--- src/rtl/pfm_pkg.sv ---
// Constants and state type for the pin function multiplexer
package pfm_pkg;

    // ------------------------------------------------------------
    // Register map (byte addresses)
    // ------------------------------------------------------------
    localparam logic [7:0] ROUTE_SEL_OFS = 8'h00;
    localparam logic [7:0] ROUTE_STAT_OFS = 8'h04;
    localparam logic [7:0] STRAP_STAT_OFS = 8'h08;
    localparam logic [2:0] HSIZE_WORD = 3'h2;

    // ------------------------------------------------------------
    // Select bit positions in the route select register
    // ------------------------------------------------------------
    localparam int SEL_W = 12;
    localparam int SEL_HOST_IO0 = 0;
    localparam int SEL_PWR_DOWN = 1;
    localparam int SEL_HOST_IO2 = 2;
    localparam int SEL_CLK_RUN = 3;
    localparam int SEL_HOST_IO4 = 4;
    localparam int SEL_TIMER_B = 5;
    localparam int SEL_HOST_IO3 = 6;
    localparam int SEL_KEY17 = 7;
    localparam int SEL_SMB2 = 8;
    localparam int SEL_KBM2 = 9;
    localparam int SEL_TEST = 10;
    localparam int SEL_SERIAL = 11;
    localparam logic [SEL_W-1:0] SEL_RST = 12'h000;

    // ------------------------------------------------------------
    // Pin indices and route codes
    // ------------------------------------------------------------
    localparam int NP = 15;
    localparam int P10 = 0;
    localparam int P11 = 1;
    localparam int P14 = 2;
    localparam int P57 = 3;
    localparam int P61 = 4;
    localparam int P62 = 5;
    localparam int P26 = 6;
    localparam int P27 = 7;
    localparam int P83 = 8;
    localparam int P42 = 9;
    localparam int P43 = 10;
    localparam int P44 = 11;
    localparam int P46 = 12;
    localparam int P50 = 13;
    localparam int P52 = 14;
    localparam logic [1:0] ROUTE_DEF = 2'h0;
    localparam logic [1:0] ROUTE_ALT1 = 2'h1;
    localparam logic [1:0] ROUTE_ALT2 = 2'h2;
    localparam logic [1:0] ROUTE_ALT3 = 2'h3;
    localparam logic [NP-1:0] PIN_IDLE = 15'h00F1;
    localparam logic [4*NP-1:0] FIN_RST = 60'h0000000FFFF000F;
    localparam logic [2*NP-1:0] ROUTE_RST = 30'h00030000;
    localparam logic [1:0] STRAP_SETTLE = 2'h3;

    typedef struct packed {
        logic [SEL_W-1:0] sel;
        logic wr_pend;
        logic [7:0] addr;
        logic [31:0] rdata;
        logic [NP-1:0] s1;
        logic [NP-1:0] s2;
        logic [NP-1:0] pin_out;
        logic [NP-1:0] pin_oe;
        logic [4*NP-1:0] fin;
        logic [2*NP-1:0] route;
        logic strap_done;
        logic [1:0] strap_cnt;
        logic strap_val;
    } pfm_state_s;

    localparam pfm_state_s STATE_RST = '{
        sel: SEL_RST, wr_pend: 1'b0, addr: 8'h00, rdata: 32'h0000_0000,
        s1: 15'h0000, s2: 15'h0000, pin_out: 15'h0000, pin_oe: 15'h0000,
        fin: FIN_RST, route: ROUTE_RST, strap_done: 1'b0, strap_cnt: 2'h0,
        strap_val: 1'b0};

endpackage

--- src/rtl/pfm_pin_mux.sv ---
// Pin function multiplexer with AHB-Lite route select registers
//
// Local design decisions: the AHB-Lite slave port and the register offsets.

// Overview of operation
// - A higher alternate column's select wins over all lower ones.
// - No select set for a pin: pin carries its general-purpose signal; pin eight_three does so only once the strap is sampled.
// - Pin one_zero: host io zero, or power-down input which wins.
// - Pin one_one: host io two, or clock run which wins.
// - Pin one_four: host io four, or timer input B which wins.
// - Pin five_seven: host io three, or key scan drive 17 which wins.
// - One select moves both SMBus channel two pins together.
// - One select moves both keyboard-mouse channel two pins together.
// - Test port select puts the test port on its pin group, top priority.
// - Pin eight_three: serial transmit, or base address strap input on top.
module pfm_pin_mux
    import pfm_pkg::*;
(
    input wire logic hclk,
    input wire logic hresetn,
    input wire logic hsel,
    input wire logic [31:0] haddr,
    input wire logic [1:0] htrans,
    input wire logic hwrite,
    input wire logic [2:0] hsize,
    input wire logic [31:0] hwdata,
    input wire logic hready,
    output logic hreadyout,
    output logic hresp,
    output logic [31:0] hrdata,
    input wire logic [NP-1:0] gpio_out,
    input wire logic [NP-1:0] gpio_oe,
    output logic [NP-1:0] gpio_in,
    input wire logic pin_io_one_zero_in,
    output logic pin_io_one_zero_out,
    output logic pin_io_one_zero_oe,
    input wire logic pin_io_one_one_in,
    output logic pin_io_one_one_out,
    output logic pin_io_one_one_oe,
    input wire logic pin_io_one_four_in,
    output logic pin_io_one_four_out,
    output logic pin_io_one_four_oe,
    input wire logic pin_io_five_seven_in,
    output logic pin_io_five_seven_out,
    output logic pin_io_five_seven_oe,
    input wire logic pin_io_six_one_in,
    output logic pin_io_six_one_out,
    output logic pin_io_six_one_oe,
    input wire logic pin_io_six_two_in,
    output logic pin_io_six_two_out,
    output logic pin_io_six_two_oe,
    input wire logic pin_io_two_six_in,
    output logic pin_io_two_six_out,
    output logic pin_io_two_six_oe,
    input wire logic pin_io_two_seven_in,
    output logic pin_io_two_seven_out,
    output logic pin_io_two_seven_oe,
    input wire logic pin_out_eight_three_in,
    output logic pin_out_eight_three_out,
    output logic pin_out_eight_three_oe,
    input wire logic pin_io_four_two_in,
    output logic pin_io_four_two_out,
    output logic pin_io_four_two_oe,
    input wire logic pin_io_four_three_in,
    output logic pin_io_four_three_out,
    output logic pin_io_four_three_oe,
    input wire logic pin_io_four_four_in,
    output logic pin_io_four_four_out,
    output logic pin_io_four_four_oe,
    input wire logic pin_io_four_six_in,
    output logic pin_io_four_six_out,
    output logic pin_io_four_six_oe,
    input wire logic pin_io_five_zero_in,
    output logic pin_io_five_zero_out,
    output logic pin_io_five_zero_oe,
    input wire logic pin_io_five_two_in,
    output logic pin_io_five_two_out,
    output logic pin_io_five_two_oe,
    input wire logic host_pin_io_zero_out,
    input wire logic host_pin_io_zero_oe,
    output logic host_pin_io_zero_in,
    input wire logic host_pin_io_two_out,
    input wire logic host_pin_io_two_oe,
    output logic host_pin_io_two_in,
    input wire logic host_pin_io_four_out,
    input wire logic host_pin_io_four_oe,
    output logic host_pin_io_four_in,
    input wire logic host_pin_io_three_out,
    input wire logic host_pin_io_three_oe,
    output logic host_pin_io_three_in,
    output logic bus_power_down_in,
    input wire logic clock_run_pull,
    output logic clock_run_in,
    output logic timer1_pin_b,
    input wire logic key_scan_drive_17,
    input wire logic smbus_ch2_clock_pin_low,
    output logic smbus_ch2_clock_pin_in,
    input wire logic smbus_ch2_data_pin_low,
    output logic smbus_ch2_data_pin_in,
    input wire logic kbm_ch2_clock_pin_out,
    input wire logic kbm_ch2_clock_pin_oe,
    output logic kbm_ch2_clock_pin_in,
    input wire logic kbm_ch2_data_pin_out,
    input wire logic kbm_ch2_data_pin_oe,
    output logic kbm_ch2_data_pin_in,
    output logic test_clock_in,
    output logic test_mode_in,
    output logic test_data_in,
    output logic test_reset_n_in,
    input wire logic test_data_out,
    input wire logic test_ready_out,
    input wire logic serial_tx_pin,
    output logic base_addr_strap_1,
    output logic strap_valid
);

    pfm_state_s st;
    pfm_state_s n;
    logic [NP-1:0] pin_in_v;
    logic [3:0] src_out [NP];
    logic [3:0] src_oe [NP];

    // ------------------------------------------------------------
    // Pin bundling
    // ------------------------------------------------------------
    assign pin_in_v = {pin_io_five_two_in, pin_io_five_zero_in, pin_io_four_six_in,
        pin_io_four_four_in, pin_io_four_three_in, pin_io_four_two_in,
        pin_out_eight_three_in, pin_io_two_seven_in, pin_io_two_six_in,
        pin_io_six_two_in, pin_io_six_one_in, pin_io_five_seven_in,
        pin_io_one_four_in, pin_io_one_one_in, pin_io_one_zero_in};
    assign {pin_io_five_two_out, pin_io_five_zero_out, pin_io_four_six_out,
        pin_io_four_four_out, pin_io_four_three_out, pin_io_four_two_out,
        pin_out_eight_three_out, pin_io_two_seven_out, pin_io_two_six_out,
        pin_io_six_two_out, pin_io_six_one_out, pin_io_five_seven_out,
        pin_io_one_four_out, pin_io_one_one_out, pin_io_one_zero_out} = st.pin_out;
    assign {pin_io_five_two_oe, pin_io_five_zero_oe, pin_io_four_six_oe,
        pin_io_four_four_oe, pin_io_four_three_oe, pin_io_four_two_oe,
        pin_out_eight_three_oe, pin_io_two_seven_oe, pin_io_two_six_oe,
        pin_io_six_two_oe, pin_io_six_one_oe, pin_io_five_seven_oe,
        pin_io_one_four_oe, pin_io_one_one_oe, pin_io_one_zero_oe} = st.pin_oe;

    // ------------------------------------------------------------
    // Drive sources per pin, columns {alt3, alt2, alt1, default}
    // ------------------------------------------------------------
    assign src_out[P10] = {1'b0, 1'b0, host_pin_io_zero_out, gpio_out[P10]};
    assign src_oe[P10] = {1'b0, 1'b0, host_pin_io_zero_oe, gpio_oe[P10]};
    assign src_out[P11] = {1'b0, 1'b0, host_pin_io_two_out, gpio_out[P11]};
    assign src_oe[P11] = {1'b0, clock_run_pull, host_pin_io_two_oe, gpio_oe[P11]};
    assign src_out[P14] = {1'b0, 1'b0, host_pin_io_four_out, gpio_out[P14]};
    assign src_oe[P14] = {1'b0, 1'b0, host_pin_io_four_oe, gpio_oe[P14]};
    assign src_out[P57] = {1'b0, 1'b0, host_pin_io_three_out, gpio_out[P57]};
    assign src_oe[P57] = {1'b0, ~key_scan_drive_17, host_pin_io_three_oe, gpio_oe[P57]};
    assign src_out[P61] = {1'b0, 1'b0, 1'b0, gpio_out[P61]};
    assign src_oe[P61] = {1'b0, 1'b0, smbus_ch2_clock_pin_low, gpio_oe[P61]};
    assign src_out[P62] = {1'b0, 1'b0, 1'b0, gpio_out[P62]};
    assign src_oe[P62] = {1'b0, 1'b0, smbus_ch2_data_pin_low, gpio_oe[P62]};
    assign src_out[P26] = {1'b0, 1'b0, kbm_ch2_clock_pin_out, gpio_out[P26]};
    assign src_oe[P26] = {1'b0, 1'b0, kbm_ch2_clock_pin_oe, gpio_oe[P26]};
    assign src_out[P27] = {1'b0, 1'b0, kbm_ch2_data_pin_out, gpio_out[P27]};
    assign src_oe[P27] = {1'b0, 1'b0, kbm_ch2_data_pin_oe, gpio_oe[P27]};
    assign src_out[P83] = {1'b0, 1'b0, serial_tx_pin, gpio_out[P83]};
    assign src_oe[P83] = {1'b0, 1'b0, 1'b1, gpio_oe[P83]};
    assign src_out[P50] = {test_data_out, 1'b0, 1'b0, gpio_out[P50]};
    assign src_oe[P50] = {1'b1, 1'b0, 1'b0, gpio_oe[P50]};
    assign src_out[P52] = {test_ready_out, 1'b0, 1'b0, gpio_out[P52]};
    assign src_oe[P52] = {1'b1, 1'b0, 1'b0, gpio_oe[P52]};

    // Test port inputs: pins only listen in the test column
    for (genvar g = P42; g <= P46; g++) begin : g_test_in
        assign src_out[g] = {1'b0, 1'b0, 1'b0, gpio_out[g]};
        assign src_oe[g] = {1'b0, 1'b0, 1'b0, gpio_oe[g]};
    end

    // ------------------------------------------------------------
    // Function side inputs, idle level when not routed; gpio_in always follows the synchronised pin
    // ------------------------------------------------------------
    assign gpio_in = st.s2;
    assign host_pin_io_zero_in = st.fin[P10*4+1];
    assign bus_power_down_in = st.fin[P10*4+2];
    assign host_pin_io_two_in = st.fin[P11*4+1];
    assign clock_run_in = st.fin[P11*4+2];
    assign host_pin_io_four_in = st.fin[P14*4+1];
    assign timer1_pin_b = st.fin[P14*4+2];
    assign host_pin_io_three_in = st.fin[P57*4+1];
    assign smbus_ch2_clock_pin_in = st.fin[P61*4+1];
    assign smbus_ch2_data_pin_in = st.fin[P62*4+1];
    assign kbm_ch2_clock_pin_in = st.fin[P26*4+1];
    assign kbm_ch2_data_pin_in = st.fin[P27*4+1];
    assign test_clock_in = st.fin[P42*4+3];
    assign test_mode_in = st.fin[P43*4+3];
    assign test_data_in = st.fin[P44*4+3];
    assign test_reset_n_in = st.fin[P46*4+3];
    assign base_addr_strap_1 = st.strap_val;
    assign strap_valid = st.strap_done;

    // ------------------------------------------------------------
    // Bus slave outputs
    // ------------------------------------------------------------
    assign hreadyout = 1'b1;
    assign hresp = 1'b0;
    assign hrdata = st.rdata;

    // ------------------------------------------------------------
    // Next state
    // ------------------------------------------------------------
    always_comb begin
        n = st;
        n.wr_pend = 1'b0;
        if (hsel && hready && htrans[1]) begin
            n.wr_pend = hwrite && (hsize == HSIZE_WORD);
            n.addr = haddr[7:0];
            case (haddr[7:0])
                ROUTE_SEL_OFS: n.rdata = {{(32-SEL_W){1'b0}}, st.sel};
                ROUTE_STAT_OFS: n.rdata = {2'h0, st.route};
                STRAP_STAT_OFS: n.rdata = {30'h0000_0000, st.strap_done, st.strap_val};
                default: n.rdata = 32'h0000_0000;
            endcase
        end
        if (st.wr_pend && st.addr == ROUTE_SEL_OFS) begin
            n.sel = hwdata[SEL_W-1:0];
        end
        // Pin synchronisers
        n.s1 = pin_in_v;
        n.s2 = st.s1;
        // Strap is sampled once the synchroniser has settled
        if (!st.strap_done) begin
            if (st.strap_cnt == STRAP_SETTLE) begin
                n.strap_val = st.s2[P83];
                n.strap_done = 1'b1;
            end else begin
                n.strap_cnt = st.strap_cnt + 2'h1;
            end
        end
        // Route decode, highest column checked first
        n.route = '0;
        n.route[2*P10 +: 2] = st.sel[SEL_PWR_DOWN] ? ROUTE_ALT2 :
            (st.sel[SEL_HOST_IO0] ? ROUTE_ALT1 : ROUTE_DEF);
        n.route[2*P11 +: 2] = st.sel[SEL_CLK_RUN] ? ROUTE_ALT2 :
            (st.sel[SEL_HOST_IO2] ? ROUTE_ALT1 : ROUTE_DEF);
        n.route[2*P14 +: 2] = st.sel[SEL_TIMER_B] ? ROUTE_ALT2 :
            (st.sel[SEL_HOST_IO4] ? ROUTE_ALT1 : ROUTE_DEF);
        n.route[2*P57 +: 2] = st.sel[SEL_KEY17] ? ROUTE_ALT2 :
            (st.sel[SEL_HOST_IO3] ? ROUTE_ALT1 : ROUTE_DEF);
        n.route[2*P61 +: 2] = st.sel[SEL_SMB2] ? ROUTE_ALT1 : ROUTE_DEF;
        n.route[2*P62 +: 2] = st.sel[SEL_SMB2] ? ROUTE_ALT1 : ROUTE_DEF;
        n.route[2*P26 +: 2] = st.sel[SEL_KBM2] ? ROUTE_ALT1 : ROUTE_DEF;
        n.route[2*P27 +: 2] = st.sel[SEL_KBM2] ? ROUTE_ALT1 : ROUTE_DEF;
        n.route[2*P83 +: 2] = !n.strap_done ? ROUTE_ALT3 :
            (st.sel[SEL_SERIAL] ? ROUTE_ALT1 : ROUTE_DEF);
        for (int p = P42; p <= P52; p++) begin
            n.route[2*p +: 2] = st.sel[SEL_TEST] ? ROUTE_ALT3 : ROUTE_DEF;
        end
        // Pin drive and function input fan-out per current route
        for (int p = 0; p < NP; p++) begin
            n.pin_out[p] = src_out[p][st.route[2*p +: 2]];
            n.pin_oe[p] = src_oe[p][st.route[2*p +: 2]];
            for (int r = 0; r < 4; r++) begin
                n.fin[p*4+r] = (int'(st.route[2*p +: 2]) == r) ? st.s2[p] : PIN_IDLE[p];
            end
        end
    end

    always_ff @(posedge hclk or negedge hresetn) begin
        if (!hresetn) begin
            st <= STATE_RST;
        end else begin
            st <= n;
        end
    end
endmodule

--- config.mk ---
export PLATFORM = sky130hd
export DESIGN_NAME = pfm_pin_mux
export DESIGN_NICKNAME = d
export VERILOG_FILES = /design/src/rtl/pfm_pkg.sv /design/src/rtl/pfm_pin_mux.sv
export SDC_FILE = /design/constraint.sdc
export NUM_CORES = 1
export LEC_CHECK = 0
export ABC_AREA = 1
export BUFFER_PORTS_ARGS = -buffer_cell sky130_fd_sc_hd__buf_2
export CAP_MARGIN = 20
export CORE_MARGIN = 2
export CORE_UTILIZATION = 40
export DETAILED_ROUTE_END_ITERATION = 12
export PLACE_DENSITY = 0.71
export SLEW_MARGIN = 20
export SYNTH_ARGS = -nofsm -noshare
export SYNTH_HDL_FRONTEND = slang
export SYNTH_SLANG_ARGS = --single-unit
export TNS_END_PERCENT = 5
--- constraint.sdc ---
create_clock -name hclk -period 1.4 [get_ports hclk]
set_input_delay 0.21 -clock hclk [delete_from_list [all_inputs] [get_ports hclk]]
set_output_delay 0.21 -clock hclk [all_outputs]
set_load 0.02 [all_outputs]
# After elaboration in Yosys (flattened, before gate mapping)
# Cells that the tools add are included.
dict set report op_classes {
  addsub 1
  n_bitwise 3
  order_cmp 15
  n_reduce_logical 21
  n_eq_ne 43
  shift 0
  n_mux 131
  div 0
  mul 0
}
# operator n
set ops {}
lappend ops {{1-bit 2-to-1 mux} 91}
lappend ops {{30-bit one-hot mux with 3 select lines} 1}
lappend ops {{1-bit binary-select mux with 2-bit select} 30}
lappend ops {{2-bit == test (second input constant)} 27}
lappend ops {{2-bit by 3-bit less-than comparator with 1-bit output (second input constant)} 15}
lappend ops {{41-bit 2-to-1 mux} 1}
lappend ops {{2-bit by 1-bit == test with 1-bit output (second input constant)} 13}
lappend ops {{2-bit logical NOT} 13}
lappend ops {{8-bit logical NOT} 2}
lappend ops {{2-bit 2-to-1 mux} 7}
lappend ops {{8-bit by 3-bit == test with 1-bit output (second input constant)} 1}
lappend ops {{8-bit by 4-bit == test with 1-bit output (second input constant)} 1}
lappend ops {{1-bit logical AND} 4}
lappend ops {{4-bit 2-to-1 mux} 1}
lappend ops {{2-bit AND reduction} 2}
lappend ops {{3-bit by 2-bit == test with 1-bit output (second input constant)} 1}
lappend ops {{1-bit NOT} 3}
lappend ops {{2-bit by 1-bit adder with 2-bit output (second input constant)} 1}
dict set report word_totals {
  latchBits 0
  reg_bits 199
  out_inout_bits 96
  memories 0
  mem_bits_rw 0
  rom_bits 0
}

# Logic depth before layout (Yosys ltp)
# Gate-level depths: netlist of the first run.
dict set report logic_depth {
  word_depth 4
  depth_mapped 8
}

# Worst setup path after synthesis of the first run
# No wires, ideal clock.
dict set report synth_path {
  path_kind {flip-flop to flip-flop}
  start {register st[189] (netlist bit)}
  end {register st[197] (netlist bit)}
  stages_incl_launch_ff 6
  synth_period_minus_slack_ns 1.117
  arrival_time_ns 0.991
  path_buffers 1
  setup_ns 0.126
  slack_ns 0.283
  path_cell_list {dfrtp_1 -> nor2_1 -> nand3_2 -> nor2_4 -> buf_6 -> o21ai_0}
}
dict set report synth_via {
  elab_chain_len 2
}
# element line
set synth_rtl {}
lappend synth_rtl {{start, declared} pfm_pin_mux.sv:117} ;# pfm_state_s st;
lappend synth_rtl {{start signal, assigned} pfm_pin_mux.sv:267} ;# st <= n;
lappend synth_rtl {{8-bit logical NOT} pfm_pin_mux.sv:219} ;# if (st.wr_pend && st.addr == ROUTE_SEL_OFS) begin
lappend synth_rtl {{1-bit logical AND} pfm_pin_mux.sv:219}
# No other way between the ends.
# A chain may end at the register's enable or synchronous reset.

# Worst setup path in the final report of the first run
dict set report layout_path {
  start {register st, in the netlist kbm_ch2_clock_pin_in}
  end {output kbm_ch2_clock_pin_in}
}
# element line
set layout_rtl {}
lappend layout_rtl {{end, declared} pfm_pin_mux.sv:102} ;# output logic kbm_ch2_clock_pin_in,
# No word-level cell between the ends.

==> summary.txt, run 1 <==
Setup path
  – Worst Path Arrival: 1.08 ns
  – Worst path bufs/invs: 1
  – Top Family by Delay on Critical Path: flip-flops
  – CP max FO: 1
  – Crit-path cells: buf_2
  – Crit path required time: 1.19 ns
  – Worst Path Class, Setup: flop to output pin
  – Slowest-stage cell, CP: dfstp_2
  – CP Capture Type: output pin
  – Worst stage delay on the critical path: between 0.5 and 0.6 ns
  – Crit path launch type: flop

Floorplan
  – Core Region: ~12000 sq um
  – Total die area: 13220 sq um
  – Starting Density: 0.4102
  – Die extent in y: 115.0 microns
  – Io pins: 234
  – Chip Width: between 100 and 150 microns
  – Row cnt: 40

Routing
  – DRT antenna net count: 0
  – Via density: 4.446
  – Total number of vias: 3632
  – Final wirelength: roughly 11000 microns
  – # DRC: 0
  – Total iterations of the first detailed-routing run: 4
  – WL per Instance: 13.26 microns
  – 1st-iter DRT viols: about 140

Timing
  – Final setup skew: between 0.004 and 0.005 ns
  – Final WS setup: 0.1144 ns
  – RSZ-0062 raised after global routing: true
  – Final count of negative-setup-slack endpoints: 0
  – Hold WS: approximately 0.016 ns
  – Setup Total Neg Slack: 0 ns
  – Highest Clock Rate: 777.8 MHz
  – Fraction of the cycle the final worst path needs: 0.9183
  – Tmin final: 1.286 ns
  – Max-slew violation count: 0
  – Final Hold Viols: 0

GRT
  – Largest net degree at the start of global routing: about 40
  – GRT busiest layer: met2
  – Met1 Track Usage GR: 0.2014
  – Grt ovf: 0
  – Gr usage total: 0.1716
  – Vias in the first global route: 3581
  – Met3 usage in global routing: 0.04902
  – Initial antenna violation count: 0
  – Met2 Usage GRT: 0.2992
  – First-pass GRT wire length: 17020 microns

Finish
  – Most frequent cells in the layout: buf_2, dfrtp_1, nand2_1, inv_1, nor2_1
  – Area growth, synth to finish: 35.58%
  – N_diodes: 0
  – Nets@finish: 796
  – Core Util, Final: 0.5561
  – Layout cells sized above 1: 0.3970
  – Final cell count without fillers: between 800 and 900
  – Most common cell after layout, fill and taps aside: buf_2
  – # fillers: about 1k

Synth
  – Top post-synthesis cells by area: dfrtp_1, nand2_1, buf_4
  – Area leader, netlist: dfrtp_1
  – Cell Area, Synth: 4927 sq um
  – Async SR Flop Fraction: 1.000
  – FF+latch count, synth: 129
  – Syn. warnings: 0
  – Synth top area share: 0.6145
  – Mean Syn Cell Area: roughly 11 sq um
  – Number of flops mapped to enable cells by yosys: 0
  – Ys flop type: dfrtp_1
  – Syn Inst Count: 465
  – Sequential element share of the synthesized area: 0.6572
  – Yosys cell types: 27

Status
  – Status: completed

CTS
  – CTS tree: built
  – Clk Latency, worst-skew pair: a little over 0.4 ns
  – Maximum clock path buffer count: 2
  – H-tree depth: 4
  – Clk sink count: between 100 and 150
  – Clk slew on worst S/H paths: around 0.05 ns
  – Post-CTS setup buffers: 0
  – Total CTS buffers: 17
  – Root buf cell: clkbuf_16

Pwr
  – P per Cell Area: 1402 nW/um^2
  – Sequential share of power: 0.428
  – VDD IR max: slightly above 0.0009 V
  – Comb pwr share: 0.080
  – LEAKAGE: 0.003572 uW
  – Clock power share: 0.491
  – Sw power: 2113 uW
  – Cell internal pwr: 7252 uW
  – Sw Ratio: 0.2256

Job
  – Max cap viols: 0

Place
  – Placed Cells incl. Taps: 753
  – I/O Buffers: 182
  – Placer Congestion: 0.7768
  – Placed wire-length estimate: between 7000 and 8000 microns
  – Post-place setup slack: 0.08236 ns

Min path
  – Tightest Hold Check Type: primary input to flop
[power by group through the flow]
stage               registers, uW  logic [uW]  clock network (uW)
global route                 4030         840                4890
floorplan                    4130         294                   0
finish                       4010         753                4600
global placement             4070         678                   0
CTS                          4010         763                4700
detailed placement           4080         696                   0
[routing by layer]
| metal | share of wire | vias to the layer above |
|---|---|---|
| li1 | - | 1760 |
| met1 | 0.42 | 1720 |
| met2 | 0.51 | 139 |
| met3 | 0.055 | 13 |
| met4 | 0.014 | 0 |
| met5 | 0 | - |
[per-stage QoR]
step                      area [sq um]  power, uW
after floorplan                   4942       4424
after global placement            5731       4745
final                             6680       9365
after global routing              6680       9763
after detailed placement          5731       4772
after CTS                         6669       9475
[registers in the layout, summed over array words and instances, names as in the netlist, 15 cells and up]
name and cells:
hrdata 16, n 15, st 36, gpio_in 15
[worst paths after layout]
| path | to | slack, ns | from | depth (start not counted) |
|---|---|---|---|---|
| worst max register to register | st[206] | 0.13 | st[191] | 4 |
| worst min-delay path | pin_io_six_two_oe | 0.02 | gpio_oe[5] | 3 |
| min in group asynchronous | gpio_in[4] | 0.28 | hresetn | 2 |
| worst max-delay path | kbm_ch2_clock_pin_in | 0.11 | kbm_ch2_clock_pin_in | 1 |
| worst min register to register | gpio_in[11] | 0.34 | n[135] | 0 |
| max in group asynchronous | st[21] | 0.56 | hresetn | 3 |
[worst reg2reg max path: stages (launching register included)]
cell and delay (ns):
dfrtp_1 0.38, nor2_1 0.14, nand3_2 0.16, nor2_4 0.34, o21ai_0 0.13
[cell type report]
type	count	area (sq um)	share of cell area
clock buffer	18	439.2	0.06574
clock inverter	14	188.9	0.02828
inverter	48	180.2	0.02697
multi-input combinational	233	1094	0.1637
sequential	129	3239	0.4849
tap	147	183.9	0.02753
timing repair buffer	228	1355	0.2028
[synth_stat cells, types with 2 or more instances]
| cell | count |
|---|---|
| a21oi_1 | 2 |
| buf_2 | 2 |
| buf_4 | 49 |
| buf_6 | 3 |
| clkbuf_1 | 5 |
| conb_1 | 2 |
| dfrtp_1 | 121 |
| dfstp_2 | 8 |
| inv_1 | 46 |
| inv_2 | 2 |
| mux2_2 | 4 |
| nand2_1 | 106 |
| nand2_2 | 3 |
| nand3_1 | 12 |
| nand3_2 | 2 |
| nor2_1 | 38 |
| nor2_2 | 4 |
| nor2_4 | 2 |
| nor3_1 | 5 |
| o21ai_0 | 33 |
| o21ai_2 | 6 |
| o31ai_2 | 2 |
| or2_2 | 4 |
[kinds of logic after synthesis]
family | after synthesis | share of synthesized area
multiplexers | 4 | 0.009141
flip-flops | 129 | 0.6572
buffers and inverters | 107 | 0.1239
AND/OR/NAND/NOR | 176 | 0.1496
adder cells (fa/ha/maj) | 1 | 0.002539
other | 2 | 0.001524
XOR/XNOR | 1 | 0.001778
AO/OA/AOI/OAI | 45 | 0.05434
[what timing repair did]
action / in CTS / in global routing
hold endpoints to repair: 56 / 1
hold buffers: 31 / 1
gates resized for setup: 0 / 1
setup endpoints to repair: 0 / 13
Note: power is estimated with default switching activity, not from simulation.
==> run 2, diff against run 1 <==
--- a/config.mk
+++ b/config.mk
@@ -8,7 +8,7 @@
 export ABC_AREA = 1
 export BUFFER_PORTS_ARGS = -buffer_cell sky130_fd_sc_hd__buf_2
 export CAP_MARGIN = 20
-export CORE_MARGIN = 2
+export CORE_MARGIN = 1.5
 export CORE_UTILIZATION = 40
 export DETAILED_ROUTE_END_ITERATION = 12
 export PLACE_DENSITY = 0.71
==> run 2 against run 1 <==
  * Setup slack got worse by 0.021 ns
  * Clock power rose by 4%
  * Highest routed layer unchanged
  * Die area fell by 1.7%
  * Utilization rose by 1.1 points
  * Count of clock-buffer cells in the layout rose by 2
  * Register-to-register slack got worse by 0.04 ns
  * Largest power group unchanged
  * Cell area rose by 1.9%
  * Wire length fell by 0.90%
  * Via count fell by 0.66%
==> summary.txt, run 2 (synthesis gave the netlist of run 1 again) <==
Finish
  – Most frequent cells in the layout: buf_2, dfrtp_1, nand2_1, inv_1, dlygate4sd3_1
  – Multi-input gate area: 1094 sq um (unchanged)
  – Layout cells sized above 1: 0.3903 (-0.006735)
  – Largest Register: st
  – Area growth, synth to finish: 38.17%
  – Nets@finish: 805 (+1.1%)
  – Max reg flops: 36 (unchanged)
  – N_diodes: 0 (unchanged)
  – # fillers: 1008 (-2.0%)
  – FF+latch area: 3239 sq um (unchanged)
  – Final cell count without fillers: 826 (+1.1%)
  – Core Util, Final: 0.5668 (+0.01062)
  – Most common cell after layout, fill and taps aside: buf_2

Pwr
  – Sw power: 2099 uW (-0.65%)
  – Comb pwr share: 0.081 (about the same)
  – VDD IR max: 0.0006370 V (-30%)
  – Sequential share of power: 0.419 (-0.009)
  – P per Cell Area: 1406 nW/um^2 (+0.32%)
  – Sw Ratio: 0.2193 (-0.006364)
  – Clock power share: 0.500 (+0.009)
  – LEAKAGE: 0.003625 uW (+1.5%)
  – Cell internal pwr: 7475 uW (+3.1%)

Place
  – Placer Congestion: 0.7526 (-3.1%)
  – I/O Buffers: 182 (unchanged)
  – Post-place setup slack: 0.08224 ns (-0.0001234 ns)
  – Placed Cells incl. Taps: 753 (unchanged)
  – Placed wire-length estimate: 7590 microns (-2.6%)

CTS
  – H-tree depth: 4 (unchanged)
  – Maximum clock path buffer count: 2 (unchanged)
  – Clk slew on worst S/H paths: 0.05 ns (about the same)
  – Total CTS buffers: 17 (unchanged)
  – Post-CTS setup buffers: 0 (unchanged)
  – Root buf cell: clkbuf_16
  – Clk Latency, worst-skew pair: 0.41 ns (about the same)
  – Clk sink count: 129 (unchanged)
  – CTS tree: built

Setup path
  – Worst path bufs/invs: 2 (+1)
  – CP Depth: 4 (+3)
  – Crit path required time: 1.69 ns (+0.50 ns)
  – Worst stage delay on the critical path: 0.55 ns (+0.03 ns)
  – Crit path launch type: flop
  – Most used cell, CP: nand2_1
  – Worst R2R Path Depth: 4 (unchanged)
  – Capture point of the worst reg-to-reg path: pin_io_six_one_oe
  – R2R setup slack: 0.09 ns (-0.04 ns)
  – Slowest-stage cell, CP: dlygate4sd3_1
  – CP max FO: 6 (+5)
  – CP Capture Type: flop
  – Worst r2r src: st[14]
  – Crit-path cells: inv_2, nand2_1, nand2_1, dlygate4sd3_1
  – Crit path to: pin_io_six_one_oe
  – Worst Path Arrival: 1.60 ns (+0.52 ns)
  – Crit. Startpoint: st[14]
  – Worst Path Class, Setup: flop to flop
  – Top Family by Delay on Critical Path: buffers and inverters

Timing
  – Fraction of the cycle the final worst path needs: 0.9333 (+0.01496)
  – Max-slew violation count: 0 (unchanged)
  – Final setup skew: 0.009673 ns (+0.005509 ns)
  – Final count of negative-setup-slack endpoints: 0 (unchanged)
  – Tmin final: 1.307 ns (+0.02095 ns)
  – Final Hold Viols: 0 (unchanged)
  – Final WS setup: 0.09341 ns (-0.02095 ns)
  – RSZ-0062 raised after global routing: false
  – Hold WS: 0.01602 ns (-0.0004281 ns)
  – Highest Clock Rate: 765.4 MHz (-1.6%)
  – Setup Total Neg Slack: 0 ns (unchanged)

Routing
  – Final wirelength: 10740 microns (-0.90%)
  – Via density: 4.368 (-1.7%)
  – 1st-iter DRT viols: 135 (-5.6%)
  – # DRC: 0 (unchanged)
  – Total iterations of the first detailed-routing run: 4 (unchanged)
  – WL per Instance: 13.00 microns (-2.0%)
  – DRT antenna net count: 0 (unchanged)
  – Total number of vias: 3608 (-0.66%)

Min path
  – Tightest Hold Check Type: primary input to flop

Floorplan
  – Die extent in y: 114.0 microns (-0.87%)
  – Row cnt: 40 (unchanged)
  – Chip Width: 114.0 microns (-0.87%)
  – Total die area: 12990 sq um (-1.7%)
  – Io pins: 234 (unchanged)
  – Core Region: 12010 sq um (unchanged)
  – Starting Density: 0.4102 (unchanged)

GRT
  – Grt ovf: 0 (unchanged)
  – Largest net degree at the start of global routing: 39 (-4.9%)
  – Vias in the first global route: 3672 (+2.5%)
  – Initial antenna violation count: 0 (unchanged)
  – Gr usage total: 0.1752 (+0.003659)
  – First-pass GRT wire length: 17050 microns (+0.20%)

Status
  – Status: completed

Job
  – Max cap viols: 0 (unchanged)
==> run 2: metal layers <==
layer,share of wire,GRT usage,up-vias
li1,-,-,1785
met2,0.51,0.3048,141
met3,0.061,0.05313,14
met5,0,0,-
met4,0.014,0.08500,0
met1,0.42,0.1962,1668
==> run 2: power by group through the flow <==
stage	Sequential, uW	Clock, uW	Combinational (uW)
after floorplan	4130	0	294
after CTS	4010	4910	787
after global routing	4030	5090	861
final	4010	4790	775
after global placement	4070	0	681
after detailed placement	4070	0	696
==> run 2: worst reg2reg max path, stage by stage (launching register included) <==
cell           delay [ns]
dfrtp_1              0.42
inv_2                0.10
nand2_1              0.08
nand2_1              0.05
dlygate4sd3_1        0.55
==> run 2: timing repair <==
| item | 4_1_cts | 5_1_grt |
|---|---|---|
| pin swaps | 0 | 0 |
| setup endpoints to repair | 12 | 2 |
| resized for setup | 1 | 1 |
| hold buffers | 41 | 0 |
| hold endpoints to repair | 68 | 0 |
==> run 2: through the flow <==
stage / area (sq um) / power (uW)
finish: 6808 / 9574
global route: 6808 / 9981
CTS: 6808 / 9709
detailed placement: 5743 / 4771
global placement: 5743 / 4748
floorplan: 4942 / 4424
==> run 2: worst min path at each step <==
stage                         from             endpoint  slack [ns]  cells after the start
detailed placement         hresetn    pin_io_six_two_oe        0.15                      1
floorplan                  hresetn    base_addr_strap_1       -0.09                      0
CTS                      hwdata[9]              st[204]      0.0004                      3
finish                   hwdata[5]              st[200]        0.02                      3
global placement           hresetn    pin_io_six_two_oe        0.14                      1
global route        test_ready_out  pin_io_five_two_out       0.009                      3
==> run 2: layout make-up <==
class                      instances  share of cell area
clock buffer                      20             0.06561
clock inverter                    12             0.03033
inverter                          48             0.02647
multi-input combinational        233              0.1606
sequential                       129              0.4758
tap                              147             0.02702
timing repair buffer             237              0.2141
